### src/hdl/ioc_pkg.sv
// Constants and types shared by the internal oscillator control block
package ioc_pkg;
  localparam int CLK_HZ = 125_000_000;
  localparam int CLK_MHZ = CLK_HZ / 1_000_000;
  // Fast oscillator settle time after start or frequency change
  localparam int FAST_LOCK_NS = 2000;
  localparam int FAST_LOCK_CYC = (FAST_LOCK_NS * CLK_MHZ + 999) / 1000;
  localparam int LOCK_W = 8;
  localparam logic [LOCK_W-1:0] LOCK_LOAD = LOCK_W'(FAST_LOCK_CYC);
  // Output rates
  localparam int SLOW_HZ = 31_000;
  localparam int CONV_HZ = 600_000;
  localparam int MID_HZ = 500_000;
  localparam int MID_LOW_HZ_X100 = 3_125_000;
  localparam int FIXED_HZ = 1_000_000;
  localparam int DIV_W = 12;
  localparam logic [DIV_W-1:0] SLOW_DIV = DIV_W'(CLK_HZ / SLOW_HZ);
  localparam logic [DIV_W-1:0] CONV_DIV = DIV_W'(CLK_HZ / CONV_HZ);
  localparam logic [DIV_W-1:0] MID_DIV1 = DIV_W'(FIXED_HZ / MID_HZ);
  localparam logic [DIV_W-1:0] MID_LOW_DIV = DIV_W'(MID_HZ * 100 / MID_LOW_HZ_X100);
  localparam logic [DIV_W-1:0] FIX_DIV1 = DIV_W'(FIXED_HZ / FIXED_HZ);
  // Phase accumulator of the fast oscillator
  localparam int ACC_W = 24;
  localparam logic [ACC_W-1:0] INC_1MHZ = ACC_W'((64'd1 << ACC_W) / CLK_MHZ);
  localparam int TRIM_SHIFT = 8;
  localparam logic [ACC_W-1:0] SLEW = 24'h00_0040;
  // Register indices; byte address is four times the index
  localparam int ADDR_W = 14;
  localparam logic [11:0] IDX_SRC = 12'h88e;
  localparam logic [11:0] IDX_STAT = 12'h890;
  localparam logic [11:0] IDX_EN = 12'h891;
  localparam logic [11:0] IDX_TRIM = 12'h892;
  localparam logic [11:0] IDX_FRQ = 12'h893;
  // Bit positions in status and enable registers
  localparam int BIT_FAST = 6;
  localparam int BIT_MID = 5;
  localparam int BIT_SLOW = 4;
  localparam int BIT_CONV = 2;
  localparam int BIT_FIXED = 1;
  localparam int SRC_LSB = 4;
  // Index into the ready vector and the enable vector
  localparam int R_FAST = 0;
  localparam int R_MID = 1;
  localparam int R_SLOW = 2;
  localparam int R_CONV = 3;
  localparam int R_FIXED = 4;
  // Reset values and codes
  localparam logic [5:0] TRIM_RST = 6'h00;
  localparam logic [3:0] EN_RST = 4'h0;
  localparam logic [2:0] FRQ_1M = 3'h0;
  localparam logic [2:0] FRQ_32M = 3'h5;
  localparam logic [2:0] FRQ_MAX = 3'h5;
  localparam logic [1:0] SRC_EXT = 2'h3;
  localparam logic [1:0] SRC_HF1M = 2'h2;
  localparam logic [1:0] SRC_LF = 2'h1;
  localparam logic [1:0] SRC_HF32M = 2'h0;

  typedef enum logic [2:0] {
    REG_NONE,
    REG_SRC,
    REG_STAT,
    REG_EN,
    REG_TRIM,
    REG_FRQ
  } ioc_reg_t;
endpackage

### src/hdl/ioc_div_chan.sv
// Tick divider with run gating and ready flag for one derived clock
module ioc_div_chan (
  input wire logic clk,
  input wire logic nrst,
  input wire logic run,
  input wire logic src_ok,
  input wire logic src_tick,
  input wire logic [ioc_pkg::DIV_W-1:0] ratio,
  output logic tick,
  output logic ready
);
  import ioc_pkg::*;

  typedef struct packed {
    logic [DIV_W-1:0] cnt;
    logic tick;
    logic ready;
  } ioc_chan_t;

  ioc_chan_t s_q;
  ioc_chan_t s_d;

  always_comb begin
    s_d = s_q;
    s_d.tick = 1'b0;
    if (!run || !src_ok) begin
      s_d.cnt = '0;
      s_d.ready = 1'b0;
    end else if (src_tick) begin
      // Compare with >= so a shrinking ratio cannot overrun
      if (s_q.cnt >= ratio - DIV_W'(1)) begin
        s_d.cnt = '0;
        s_d.tick = 1'b1;
        s_d.ready = 1'b1;
      end else begin
        s_d.cnt = s_q.cnt + DIV_W'(1);
      end
    end
  end

  always_ff @(posedge clk or negedge nrst) begin
    if (!nrst) begin
      s_q <= '0;
    end else begin
      s_q <= s_d;
    end
  end

  assign tick = s_q.tick;
  assign ready = s_q.ready;

  a_ready_needs_run: assert property (
    @(posedge clk) disable iff (!nrst)
    !run |=> !ready)
    else $error("ready flag set while oscillator stopped");
endmodule

### src/hdl/ioc_osc_ctrl.sv
// Internal oscillator control: registers, fast oscillator model, dividers
// Behaviour
// - Three-bit frequency select, codes six and seven reserved
// - Six-bit signed trim, resets to zero
// - Positive trim raises, negative trim lowers frequency
// - Trim changes slew gradually, no completion flag
// - Trim never touches the slow oscillator
// - Mid clocks 500k and 31.25k, fixed rates
// - Mid clocks never drive the system clock
// - Fixed 1 MHz clock, peripherals only
// - Slow 31 kHz clock, system and timers
// - Converter RC starts on request or enable
// - Converter RC keeps running during sleep
// - Ready flags set when running, zero otherwise
// - Frequency select write clears fast ready
// - Fast output frozen until new frequency locks
// - Manual enables force oscillators on
// - Read-only source field at bits 5:4
// - Fast is system clock only by configuration
// - Reset configuration loads source and frequency
// - Software cannot change system clock source
module ioc_osc_ctrl (
  input wire logic clk,
  input wire logic nrst,
  input wire logic [ioc_pkg::ADDR_W-1:0] avs_address,
  input wire logic avs_read,
  input wire logic avs_write,
  input wire logic [31:0] avs_writedata,
  input wire logic [3:0] avs_byteenable,
  output logic [31:0] avs_readdata,
  output logic avs_waitrequest,
  input wire logic [1:0] reset_source_config,
  input wire logic sleep_mode,
  input wire logic fast_osc_req,
  input wire logic mid_osc_req,
  input wire logic fixed_osc_req,
  input wire logic slow_osc_req,
  input wire logic powerup_timer_req,
  input wire logic watchdog_timer_req,
  input wire logic conv_rc_req,
  output logic fast_osc_tick,
  output logic fast_osc_lvl,
  output logic mid_500k_tick,
  output logic mid_31k_tick,
  output logic fixed_1mhz_tick,
  output logic slow_osc_tick,
  output logic conv_rc_tick,
  output logic sysclk_tick
);
  import ioc_pkg::*;

  typedef struct packed {
    logic cfg_done;
    logic [1:0] src;
    logic [2:0] sel;
    logic [5:0] trim;
    logic [3:0] men;
    logic [ACC_W-1:0] acc;
    logic [ACC_W-1:0] inc;
    logic [LOCK_W-1:0] lock;
    logic run;
    logic lvl;
    logic tick;
    logic [4:0] rs1;
    logic [4:0] rs2;
    logic ack;
    logic [7:0] rdata;
    logic sys;
  } ioc_state_t;

  ioc_state_t s_q;
  ioc_state_t s_d;

  function automatic ioc_reg_t reg_of(input logic [ADDR_W-1:0] a);
    logic [11:0] i;
    i = a[ADDR_W-1:2];
    if (i == IDX_SRC) begin
      reg_of = REG_SRC;
    end else if (i == IDX_STAT) begin
      reg_of = REG_STAT;
    end else if (i == IDX_EN) begin
      reg_of = REG_EN;
    end else if (i == IDX_TRIM) begin
      reg_of = REG_TRIM;
    end else if (i == IDX_FRQ) begin
      reg_of = REG_FRQ;
    end else begin
      reg_of = REG_NONE;
    end
  endfunction

  logic sys_fast;
  logic sys_slow;
  logic run_fast;
  logic run_mid;
  logic run_fix;
  logic run_slow;
  logic run_conv;
  logic fast_rdy;
  logic [4:0] rdy_raw;
  logic [DIV_W-1:0] mid_ratio;
  logic [DIV_W-1:0] fix_ratio;
  logic [ACC_W-1:0] base;
  logic [ACC_W-1:0] target;
  logic [25:0] prod;
  logic [25:0] tgt;
  logic [ACC_W:0] sum;
  logic req;
  logic wr_fire;
  ioc_reg_t rd_reg;
  ioc_reg_t wr_reg;
  logic [7:0] rval;
  logic mid_rdy;
  logic mid31_rdy;
  logic fix_rdy;
  logic slow_rdy;
  logic conv_rdy;

  // Demand for each oscillator
  always_comb begin
    sys_fast = s_q.cfg_done && !sleep_mode &&
      (s_q.src == SRC_HF1M || s_q.src == SRC_HF32M);
    sys_slow = s_q.cfg_done && !sleep_mode && (s_q.src == SRC_LF);
    run_mid = s_q.men[R_MID] | mid_osc_req;
    run_fix = fixed_osc_req;
    run_fast = s_q.men[R_FAST] | fast_osc_req | run_mid | run_fix | sys_fast;
    run_slow = s_q.men[R_SLOW] | slow_osc_req | sys_slow |
      powerup_timer_req | watchdog_timer_req;
    // Not gated by sleep so conversions continue
    run_conv = s_q.men[R_CONV] | conv_rc_req;
  end

  // Fixed output rates whatever the fast frequency
  assign mid_ratio = DIV_W'(MID_DIV1 << s_q.sel);
  assign fix_ratio = DIV_W'(FIX_DIV1 << s_q.sel);
  assign fast_rdy = s_q.run && (s_q.lock == '0);

  // Trimmed accumulator increment
  always_comb begin
    base = ACC_W'(INC_1MHZ << s_q.sel);
    prod = {{20{s_q.trim[5]}}, s_q.trim} * {2'b00, (base >> TRIM_SHIFT)};
    tgt = {2'b00, base} + prod;
    target = tgt[ACC_W-1:0];
  end

  assign req = avs_read | avs_write;
  assign wr_fire = avs_write && s_q.ack;
  assign rd_reg = reg_of(avs_address);
  assign wr_reg = reg_of(avs_address);

  always_comb begin
    rval = 8'h00;
    case (rd_reg)
      REG_SRC: rval[SRC_LSB +: 2] = s_q.src;
      REG_STAT: begin
        // Fast flag also masked locally so a fresh select write reads low
        rval[BIT_FAST] = s_q.rs2[R_FAST] && (s_q.lock == '0);
        rval[BIT_MID] = s_q.rs2[R_MID];
        rval[BIT_SLOW] = s_q.rs2[R_SLOW];
        rval[BIT_CONV] = s_q.rs2[R_CONV];
        rval[BIT_FIXED] = s_q.rs2[R_FIXED];
      end
      REG_EN: begin
        rval[BIT_FAST] = s_q.men[R_FAST];
        rval[BIT_MID] = s_q.men[R_MID];
        rval[BIT_SLOW] = s_q.men[R_SLOW];
        rval[BIT_CONV] = s_q.men[R_CONV];
      end
      REG_TRIM: rval = {2'b00, s_q.trim};
      REG_FRQ: rval = {5'b00000, s_q.sel};
      default: rval = 8'h00;
    endcase
  end

  assign rdy_raw[R_FAST] = fast_rdy;
  assign rdy_raw[R_MID] = mid_rdy & mid31_rdy;
  assign rdy_raw[R_SLOW] = slow_rdy;
  assign rdy_raw[R_CONV] = conv_rdy;
  assign rdy_raw[R_FIXED] = fix_rdy;

  always_comb begin
    s_d = s_q;
    sum = '0;
    // Capture the reset configuration once after release
    if (!s_q.cfg_done) begin
      s_d.cfg_done = 1'b1;
      s_d.src = reset_source_config;
      s_d.sel = (reset_source_config == SRC_HF32M) ? FRQ_32M : FRQ_1M;
    end
    s_d.run = run_fast;
    s_d.tick = 1'b0;
    if (!run_fast) begin
      s_d.lock = '0;
    end else if (!s_q.run) begin
      s_d.lock = LOCK_LOAD;
      s_d.inc = target;
    end else if (s_q.lock != '0) begin
      // Output held at its level while locking
      s_d.lock = s_q.lock - LOCK_W'(1);
      s_d.inc = target;
    end else begin
      sum = {1'b0, s_q.acc} + {1'b0, s_q.inc};
      s_d.acc = sum[ACC_W-1:0];
      s_d.tick = sum[ACC_W];
      s_d.lvl = s_q.lvl ^ sum[ACC_W];
      // Walk toward the trimmed rate in small steps
      if (s_q.inc + SLEW < target) begin
        s_d.inc = s_q.inc + SLEW;
      end else if (s_q.inc > target + SLEW) begin
        s_d.inc = s_q.inc - SLEW;
      end else begin
        s_d.inc = target;
      end
    end
    // Register writes on the accepting edge only
    if (wr_fire && avs_byteenable[0]) begin
      case (wr_reg)
        REG_EN: begin
          s_d.men[R_FAST] = avs_writedata[BIT_FAST];
          s_d.men[R_MID] = avs_writedata[BIT_MID];
          s_d.men[R_SLOW] = avs_writedata[BIT_SLOW];
          s_d.men[R_CONV] = avs_writedata[BIT_CONV];
        end
        REG_TRIM: s_d.trim = avs_writedata[5:0];
        REG_FRQ: begin
          // Reserved codes are ignored
          if (avs_writedata[2:0] <= FRQ_MAX) begin
            s_d.sel = avs_writedata[2:0];
            s_d.lock = LOCK_LOAD;
          end
        end
        // Source field has no write path
        default: s_d.src = s_q.src;
      endcase
    end
    // One wait cycle, then the answer
    s_d.ack = req && !s_q.ack;
    if (req && !s_q.ack) begin
      s_d.rdata = avs_read ? rval : 8'h00;
    end
    s_d.rs1 = rdy_raw;
    s_d.rs2 = s_q.rs1;
    // Only fast or slow may clock the system
    case (s_q.src)
      SRC_HF1M, SRC_HF32M: s_d.sys = sys_fast && s_q.tick;
      SRC_LF: s_d.sys = sys_slow && slow_osc_tick;
      default: s_d.sys = 1'b0;
    endcase
    if (!s_q.cfg_done) begin
      s_d.sys = 1'b0;
    end
  end

  always_ff @(posedge clk or negedge nrst) begin
    if (!nrst) begin
      s_q <= '0;
      s_q.trim <= TRIM_RST;
      s_q.men <= EN_RST;
      s_q.sel <= FRQ_1M;
      s_q.src <= SRC_HF32M;
    end else begin
      s_q <= s_d;
    end
  end

  ioc_div_chan u_mid (
    .clk(clk),
    .nrst(nrst),
    .run(run_mid),
    .src_ok(fast_rdy),
    .src_tick(s_q.tick),
    .ratio(mid_ratio),
    .tick(mid_500k_tick),
    .ready(mid_rdy)
  );

  ioc_div_chan u_mid31 (
    .clk(clk),
    .nrst(nrst),
    .run(run_mid),
    .src_ok(mid_rdy),
    .src_tick(mid_500k_tick),
    .ratio(MID_LOW_DIV),
    .tick(mid_31k_tick),
    .ready(mid31_rdy)
  );

  ioc_div_chan u_fix (
    .clk(clk),
    .nrst(nrst),
    .run(run_fix),
    .src_ok(fast_rdy),
    .src_tick(s_q.tick),
    .ratio(fix_ratio),
    .tick(fixed_1mhz_tick),
    .ready(fix_rdy)
  );

  // Slow and converter clocks run from their own dividers, untrimmed
  ioc_div_chan u_slow (
    .clk(clk),
    .nrst(nrst),
    .run(run_slow),
    .src_ok(1'b1),
    .src_tick(1'b1),
    .ratio(SLOW_DIV),
    .tick(slow_osc_tick),
    .ready(slow_rdy)
  );

  ioc_div_chan u_conv (
    .clk(clk),
    .nrst(nrst),
    .run(run_conv),
    .src_ok(1'b1),
    .src_tick(1'b1),
    .ratio(CONV_DIV),
    .tick(conv_rc_tick),
    .ready(conv_rdy)
  );

  assign fast_osc_tick = s_q.tick;
  assign fast_osc_lvl = s_q.lvl;
  assign sysclk_tick = s_q.sys;
  assign avs_readdata = {24'h00_0000, s_q.rdata};
  assign avs_waitrequest = req && !s_q.ack;

  a_frq_clears_rdy: assert property (
    @(posedge clk) disable iff (!nrst)
    (wr_fire && avs_byteenable[0] && wr_reg == REG_FRQ && avs_writedata[2:0] <= FRQ_MAX)
    |=> (s_q.lock != '0 && !fast_rdy) [*8])
    else $error("fast ready not cleared after select write");

  a_lock_freezes: assert property (
    @(posedge clk) disable iff (!nrst)
    (s_q.lock != '0) |=> !fast_osc_tick && $stable(fast_osc_lvl))
    else $error("fast output moved while locking");

  a_trim_gradual: assert property (
    @(posedge clk) disable iff (!nrst)
    (s_q.run && s_q.lock == '0 && $past(s_q.lock) == '0 && $past(s_q.run))
    |-> (s_q.inc - $past(s_q.inc) <= SLEW) || ($past(s_q.inc) - s_q.inc <= SLEW))
    else $error("fast rate jumped on trim change");

  a_sel_legal: assert property (
    @(posedge clk) disable iff (!nrst)
    s_q.cfg_done |-> s_q.sel <= FRQ_MAX)
    else $error("reserved frequency code stored");

  a_src_fixed: assert property (
    @(posedge clk) disable iff (!nrst)
    $past(s_q.cfg_done) |-> $stable(s_q.src))
    else $error("clock source changed after reset");

  a_sys_source: assert property (
    @(posedge clk) disable iff (!nrst)
    sysclk_tick |-> ($past(s_q.tick) && s_q.src != SRC_LF) ||
      ($past(slow_osc_tick) && s_q.src == SRC_LF))
    else $error("system tick from a disallowed source");

  a_conv_rdy_drop: assert property (
    @(posedge clk) disable iff (!nrst)
    (!run_conv) [*4] |-> !s_q.rs2[R_CONV])
    else $error("converter ready seen while stopped");

  a_conv_sleep: assert property (
    @(posedge clk) disable iff (!nrst)
    (conv_rc_req && sleep_mode) [*2] |-> ##[0:260] (conv_rc_tick || !conv_rc_req))
    else $error("converter clock stopped in sleep");

  a_bus_one_wait: assert property (
    @(posedge clk) disable iff (!nrst)
    (req && !s_q.ack) |=> !avs_waitrequest)
    else $error("bus answer not given one cycle after request");

  a_cfg_load: assert property (
    @(posedge clk) disable iff (!nrst)
    !s_q.cfg_done |=> s_q.src == $past(reset_source_config) &&
      s_q.sel == (($past(reset_source_config) == SRC_HF32M) ? FRQ_32M : FRQ_1M))
    else $error("reset configuration not loaded");
endmodule

### config.mk
export PLATFORM = sky130hd
export DESIGN_NAME = ioc_osc_ctrl
export DESIGN_NICKNAME = d
export VERILOG_FILES = /design/src/hdl/ioc_pkg.sv /design/src/hdl/ioc_div_chan.sv /design/src/hdl/ioc_osc_ctrl.sv
export SDC_FILE = /design/constraint.sdc
export NUM_CORES = 1
export LEC_CHECK = 0
export BUFFER_PORTS_ARGS = -buffer_cell sky130_fd_sc_hd__clkbuf_2
export CORE_MARGIN = 10
export CORE_UTILIZATION = 25
export DETAILED_ROUTE_END_ITERATION = 16
export PLACE_DENSITY_LB_ADDON = 0.2
export SYNTH_ARGS = -nofsm -noshare
export SYNTH_HDL_FRONTEND = slang
export SYNTH_SLANG_ARGS = --single-unit
### constraint.sdc
create_clock -name clk -period 14.94 [get_ports clk]
set_input_delay 0 -clock clk [delete_from_list [all_inputs] [get_ports clk]]
set_output_delay 0 -clock clk [all_outputs]
set_load 0.005 [all_outputs]
Word-level counts from Yosys, hierarchy flattened

Cells that the tools add are included.

Register bits: 165
Latch bits: 0
RAM bits: 0
ROM bits: 0
Input port bits: 64
Output and inout bits: 41
Logic and storage cells: 185
Memories: 0

$add $sub $neg: 13
$mul: 1
Div/mod/pow operators: 0
$lt $le $gt $ge: 8
Equal/unequal tests: 15
Shift-type cells: 3
Multiplexer cells: 62
Bitwise gates (word level): 14
Reductions and logical operators: 38

Operators with widths:

| operator                                              | count |
|---|---|
| 2-to-1 mux 12 bit                                     | 10 |
| 2-to-1 mux 24 bit                                     | 3 |
| adder 12 x 1 -> 12 bit (second input constant)        | 5 |
| equality test 12 bit (second input constant)          | 5 |
| adder 24 x 7 -> 24 bit (second input constant)        | 2 |
| 2-to-1 mux 14 bit                                     | 3 |
| 2-to-1 mux 8 bit                                      | 5 |
| 2-to-1 mux 32 bit                                     | 1 |
| adder 24 x 24 -> 25 bit                               | 1 |
| adder 24 x 23 -> 24 bit                               | 1 |
| >= comparator 12 bit                                  | 2 |
| > comparator 24 bit                                   | 1 |
| < comparator 24 bit                                   | 1 |
| 2-to-1 mux 3 bit                                      | 8 |
| << shifter 18 x 3 -> 24 bit (first input constant)    | 1 |
| subtractor 12 x 1 -> 12 bit (second input constant)   | 2 |
| subtractor 24 x 7 -> 24 bit (second input constant)   | 1 |
| multiplier 6 x 17 -> 23 bit                           | 1 |
| 2-to-1 mux 1 bit                                      | 15 |
| 2-to-1 mux 15 bit                                     | 1 |
| >= comparator 12 bit (second input constant)          | 1 |
| >= comparator 12 x 4 -> 1 bit (second input constant) | 1 |
| >= comparator 12 x 8 -> 1 bit (second input constant) | 1 |
| 2-to-1 mux 2 bit                                      | 6 |
| 34 further kinds                                      | 76 |

Depth between registers and ports, before layout

Depth in word-level cells: 13
Mapped depth: 38
Mapped depth without buffers: 35

Cells and area by module

Synthesis repeated with hierarchy kept, for this count alone.

Cells, all modules: 2094
Area, all modules: 17868.4 um^2

By module, submodules not included:

| module                    | times used | cells an instance | area an instance (um^2) |
|---|---|---|---|
| ioc_osc_ctrl              | 1          | 1380              | 11673.7 |
| ioc_div_chan (u_mid ...)  | 2          | 141               | 1234.9 |
| ioc_div_chan (u_conv ...) | 2          | 143               | 1213.7 |
| ioc_div_chan (u_fix)      | 1          | 146               | 1297.5 |

Worst setup path before layout

OpenSTA, ideal clock, no wires.

Kind: flip-flop to flip-flop
From: register s_q[90] in the netlist's numbering
To: register s_q[53] in the netlist's numbering
Arrival: 8.517 ns
Path slack: 6.305 ns
Stages on the path, launching flop included: 35
Path buffers: 3
Path through: dfrtp_1 clkbuf_1 inv_1 ha_1 and2_1 clkbuf_1 nor2_1 and2_1 fa_1 fa_1 fa_1 inv_1 fa_1 inv_1 ha_1 a2111oi_4 a21oi_2 o31a_1 a21oi_2 xnor2_1 inv_1 or4b_4 nor4_2 xor2_1 ha_1 nand4_1 nor2_1 and3_1 o221a_2 o31ai_2 clkbuf_1 nor2_1 mux2i_1 o22ai_1 a21o_1

Cells in the longest elaborated chain, start to end: 9

RTL lines:

| element                         | RTL line            | source |
|---|---|---|
| start: declaration              | ioc_osc_ctrl.sv:71  | `ioc_state_t s_q;` |
| << shifter 18 x 3 -> 24 bit (*) | ioc_osc_ctrl.sv:140 | `base = ACC_W'(INC_1MHZ << s_q.sel);` |
| multiplier 6 x 17 -> 23 bit     | ioc_osc_ctrl.sv:141 | `prod = {{20{s_q.trim[5]}}, s_q.trim} * {2'b00, (base >> TRIM_SHIFT)};` |
| adder 24 x 23 -> 24 bit (*)     | ioc_osc_ctrl.sv:142 | `tgt = {2'b00, base} + prod;` |
| adder 24 x 7 -> 24 bit          | ioc_osc_ctrl.sv:209 | `end else if (s_q.inc > target + SLEW) begin` |
| > comparator 24 bit             | ioc_osc_ctrl.sv:209 |  |
| 2-to-1 mux 24 bit               | ioc_osc_ctrl.sv:209 |  |
| 2-to-1 mux 24 bit               | ioc_osc_ctrl.sv:207 | `if (s_q.inc + SLEW < target) begin` |
| 2-to-1 mux 24 bit               | ioc_osc_ctrl.sv:197 | `end else if (s_q.lock != '0) begin` |
| 2-to-1 mux 32 bit (*)           | ioc_osc_ctrl.sv:194 | `end else if (!s_q.run) begin` |

Every way passes the cells marked *; elsewhere a longest branch is shown, timed or not.
A chain may end at the register's enable or synchronous reset.

Worst setup path in the final report

From: register s_q[91] in the netlist's numbering
To: register s_q[42] in the netlist's numbering

The elaborated chain is that of the path after synthesis.

==> PnR_summary.wiki <==
{| class="wikitable"
! Metric !! Value
|-
| CP Data Arrival Time || 10.39 ns
|-
| Hold-critical path depth || 4
|-
| Kind of path behind the tightest hold check || input pin to register
|-
| Share of layout cells above drive strength 1 || between 8 and 9%
|-
| Layout net count || slightly above 2000
|-
| CP max stage cell || sky130_fd_sc_hd__dfrtp_1
|-
| Count of H-tree levels built during CTS || 4
|-
| Die height || 266 um
|-
| Number of port buffers || ~50
|-
| Most used cell, CP || sky130_fd_sc_hd__inv_1
|-
| Root buffer cell || sky130_fd_sc_hd__clkbuf_16
|-
| Synth-to-Final Area Change || 11.5%
|-
| RSZ-0062 raised after global routing || false
|-
| Total non-filler cell area in the finished layout || roughly 17000 um^2
|-
| Share of synthesized cell area in full adder, half adder and majority cells || a little under a quarter
|-
| DIE AREA || roughly 71000 um^2
|-
| Kind of start point of the critical path || register
|-
| Clock net sink count || 164
|-
| Skew final || around 0.012 ns
|-
| Synth Register Bits || between 150 and 200
|-
| Number of cells traversed by the worst register-to-register path || 32
|-
| Maximum single-stage delay on the critical path || ~0.85 ns
|-
| Non-filler instance count after layout || 2551
|-
| Required time worst endpoint || ~15 ns
|-
| Std cell rows || 90
|-
| Layout fillers || roughly 6500
|-
| Simple-gate area share of the yosys netlist || between 15 and 20%
|-
| CP Depth || 32
|-
| Clock slew seen by the registers of the worst setup and hold paths || roughly 0.070 ns
|-
| Detailed router's first-iteration violation count || ~690
|-
| Final count of hold timing violations || 0
|-
| Vias post-DR || between 10000 and 15000
|-
| Vias in the first global route || about 12000
|-
| Count of antenna-violating nets left after detailed routing || 0
|-
| Syn. warnings || 0
|-
| Max Transition Viols Final || 0
|-
| CTS tree || built
|-
| Proportion of synthesized chip area in sequential cells || ~27%
|-
| WL per Instance || between 15 and 20 um
|-
| Largest net degree at the start of global routing || 63
|-
| Maximum clock frequency || 0.0990 GHz
|-
| R2R Setup Slk || ~4.8 ns
|-
| Post-synthesis cell type count || 89
|-
| Post-detailed-routing wire length || ~42000 um
|-
| Initial Util || approximately 25%
|-
| Outcome || completed
|-
| Die width || around 270 um
|-
| Instance area after placement || ~16000 um^2
|-
| Worst setup path category || register to register
|-
| Min-delay src || watchdog_timer_req
|-
| Largest delay contributor family on the critical path || simple AND/OR/NAND/NOR gates
|-
| Synth Area in Compound Gates || between 15 and 20%
|-
| Pre-CTS setup slack || about 4.9 ns
|-
| Max Root-Sink Buffers || 2
|-
| Sum of net half-perimeters after detailed placement || around 33000 um
|-
| Leading area contributor after synthesis || sky130_fd_sc_hd__dfrtp_1
|-
| VDD IR-drop max || around 0.000074 V
|-
| Inserted Diodes || 0
|-
| Source of the worst register-to-register timing path || s_q[91]$_DFF_PN0_
|-
| Minimum clock period || ~10 ns
|-
| Post-synthesis area per instance || 8.80 um^2
|-
| Initial antenna violation count || 0
|-
| Total routing resource utilization after global routing || between 10% and 20%
|-
| First-pass iteration count of the detailed router || 5
|-
| Area occupied by registers || a little over 4000 um^2
|-
| Cts bufs inserted || 17
|-
| Share of synthesized area spent on multiplexers || under 10%
|-
| Worst-case hold slack || approximately 0.042 ns
|-
| Main synth FF type || sky130_fd_sc_hd__dfrtp_1
|-
| Global-route wire length before repair || approximately 68000 um
|-
| Via-to-Cell Ratio || 4.70
|-
| Synth async-reset ratio || 100%
|-
| Core Region || 60100 um^2
|-
| Count of unresolved DRC violations after routing || 0
|-
| Type of destination of the critical path || register
|-
| XOR/XNOR share of the synthesized area || 5.62%
|-
| Global route total overflow || 0
|-
| EDFF count, synth || 0
|-
| Setup TNS || 0 ns
|-
| Power per cell area || 150 nW/um^2
|-
| Fraction of synthesized cell area taken by the top area cell type || between 20% and 30%
|-
| Post-Syn Instances || about 1700
|-
| Crit path buf inv count || 7
|-
| Transition time at the pin with the least slew margin || ~1.1 ns
|-
| Area of the multi-input gates || roughly 10000 um^2
|-
| Period utilisation layout || 67.6%
|-
| Maximum fanout count along the critical path || 27
|-
| Clock insertion delay at the later pin of the skew report || about 0.46 ns
|-
| Ports placed on the boundary || ~110
|-
| Final setup fails || 0
|-
| Worst Hold Path EP || u_slow.tick$_DFF_PN0_
|-
| Max_slew headroom || 27.9%
|-
| Max-cap violation count || 0
|-
| Worst-case setup margin in the final layout || approximately 4.8 ns
|-
| Reg-to-reg critical path endpoint || s_q[42]$_DFFE_PN0P_
|-
| Weighted congestion at the end of routability-driven global placement || between 0.8 and 0.9
|-
| Dominant combinational cell family by area after synthesis || adder cells
|-
| Cells taking the most area after synthesis || sky130_fd_sc_hd__dfrtp_1 (27%), sky130_fd_sc_hd__ha_1 (12%), sky130_fd_sc_hd__fa_1 (10%), sky130_fd_sc_hd__inv_1 (4.5%), sky130_fd_sc_hd__nand2_1 (4.2%)
|-
| Leakage Power || between 8 and 9 nW
|-
| Count of placed standard cells including taps || 2503
|-
| Post-Syn Area || 15100 um^2
|}
state kept, by name, indices dropped and copies added (netlist names):
name and flops:
u_conv.tick 1, u_mid31.ready 1, u_fix.s_q 12, u_conv.ready 1, u_mid.ready 1, s_d 5, avs_readdata 7, u_slow.s_q 12
u_mid.s_q 12, u_fix.tick 1, sysclk_tick 1, u_mid31.s_q 12, fast_osc_tick 1, u_fix.ready 1, u_conv.s_q 12, fast_osc_lvl 1
s_q 79, u_slow.tick 1, u_slow.ready 1, u_mid.tick 1, u_mid31.tick 1
power breakdown:
part	switching, mW	total, mW	internal (mW)
clock network	0.204	0.473	0.269
registers	0.124	0.638	0.514
logic	0.815	1.42	0.600
total	1.14	2.53	1.38
cell usage after synthesis (11+ instances only):
master,count
sky130_fd_sc_hd__nor2_1,143
sky130_fd_sc_hd__xor2_1,41
sky130_fd_sc_hd__or3_1,13
sky130_fd_sc_hd__nand2b_1,23
sky130_fd_sc_hd__clkbuf_1,45
sky130_fd_sc_hd__dfrtp_1,164
sky130_fd_sc_hd__and2_1,37
sky130_fd_sc_hd__nand4_1,11
sky130_fd_sc_hd__fa_1,78
sky130_fd_sc_hd__a31oi_1,11
sky130_fd_sc_hd__ha_1,151
sky130_fd_sc_hd__nor2b_1,11
sky130_fd_sc_hd__a211oi_1,12
sky130_fd_sc_hd__o21a_1,12
sky130_fd_sc_hd__inv_1,182
sky130_fd_sc_hd__xnor2_1,56
sky130_fd_sc_hd__mux2_2,21
sky130_fd_sc_hd__o21ai_0,91
sky130_fd_sc_hd__nand2_1,168
sky130_fd_sc_hd__and3_1,35
sky130_fd_sc_hd__nor3_1,37
sky130_fd_sc_hd__nor4_1,13
sky130_fd_sc_hd__a21o_1,34
sky130_fd_sc_hd__a21oi_1,70
sky130_fd_sc_hd__mux2i_1,18
sky130_fd_sc_hd__nand3_1,42
sky130_fd_sc_hd__buf_4,33
final cells by class:
| cell class | instances | area share, % |
|---|---|---|
| tap | 782 | 5.80 |
| timing repair buffer | 77 | 2.97 |
| sequential | 164 | 24.3 |
| clock inverter | 13 | 1.02 |
| multi-input combinational | 1312 | 59.2 |
| clock buffer | 19 | 2.63 |
| inverter | 184 | 4.09 |
layout by cell type, fill, tap and decap left out, types with 7 or more instances in the layout:
cell type	count
sky130_fd_sc_hd__a22o_1	7
sky130_fd_sc_hd__nor3b_1	10
sky130_fd_sc_hd__a21oi_1	70
sky130_fd_sc_hd__clkbuf_16	17
sky130_fd_sc_hd__inv_1	182
sky130_fd_sc_hd__clkbuf_2	48
sky130_fd_sc_hd__o22ai_1	8
sky130_fd_sc_hd__xor2_1	41
sky130_fd_sc_hd__nor2b_1	11
sky130_fd_sc_hd__conb_1	30
sky130_fd_sc_hd__ha_1	151
sky130_fd_sc_hd__and2_1	37
sky130_fd_sc_hd__buf_4	12
sky130_fd_sc_hd__nand3_1	42
sky130_fd_sc_hd__nor3_1	37
sky130_fd_sc_hd__and3_1	35
sky130_fd_sc_hd__a211oi_1	12
sky130_fd_sc_hd__nand2_1	167
sky130_fd_sc_hd__nor2_1	143
sky130_fd_sc_hd__o21a_1	12
sky130_fd_sc_hd__fa_1	78
sky130_fd_sc_hd__xnor2_1	56
sky130_fd_sc_hd__dlygate4sd3_1	16
sky130_fd_sc_hd__mux2i_1	18
sky130_fd_sc_hd__o21ai_0	91
sky130_fd_sc_hd__o211ai_1	10
sky130_fd_sc_hd__or3_1	13
sky130_fd_sc_hd__nor4_1	13
sky130_fd_sc_hd__nand4_1	11
sky130_fd_sc_hd__a31oi_1	11
sky130_fd_sc_hd__mux2_2	21
sky130_fd_sc_hd__nand2b_1	23
sky130_fd_sc_hd__dfrtp_1	164
sky130_fd_sc_hd__a21o_1	34
sky130_fd_sc_hd__o31ai_1	10
logic make-up after synthesis:
group                    Yosys count
multiplexers                      40
XOR/XNOR                          97
flip-flops                       164
AND/OR/NAND/NOR                  573
AO/OA/AOI/OAI                    343
adder cells (fa/ha/maj)          229
other                              2
buffers and inverters            271
worst max path at each step:
stage | start | end | slack (ns)
floorplan | s_q[90]$_DFF_PN0_ | s_q[53]$_DFFE_PN0P_ | 6.30
global placement | s_q[91]$_DFF_PN0_ | s_q[42]$_DFFE_PN0P_ | 4.87
detailed placement | s_q[91]$_DFF_PN0_ | s_q[42]$_DFFE_PN0P_ | 4.86
CTS | s_q[91]$_DFF_PN0_ | s_q[42]$_DFFE_PN0P_ | 4.84
global route | s_q[91]$_DFF_PN0_ | s_q[42]$_DFFE_PN0P_ | 4.20
finish | s_q[91]$_DFF_PN0_ | s_q[42]$_DFFE_PN0P_ | 4.84
per-stage QoR:
stage	total power, mW	util, %
after detailed placement	2.06	26.8
final	2.53	28.1
after CTS	2.56	28.1
after floorplan	1.69	-
after global routing	2.77	28.1
after global placement	2.04	26.8
timing repair:
item	CTS	global route
hold endpoints to repair	81	0
resized for setup	0	0
hold buffers	16	0
setup buffers	0	0
worst reg2reg max path: cells and delay by family (launching register included):
kind | cells | cell delay, ns
AOI/OAI and AO/OA | 7 | 1.55
xor gates and xnor gates | 2 | 0.39
adders and majority gates | 6 | 2.63
buffers and inverters | 7 | 1.30
DFF | 1 | 0.85
and+or+nand+nor | 10 | 3.22
per-layer routing:
metal,vias to the layer above,share of wire [%],global-route usage (%)
li1,5922,-,-
met1,5804,48,16.1
met2,223,47,19.6
met3,43,3.5,1.99
met4,0,1.4,3.21
met5,-,0,0
Note: power is estimated with default switching activity, not from simulation.
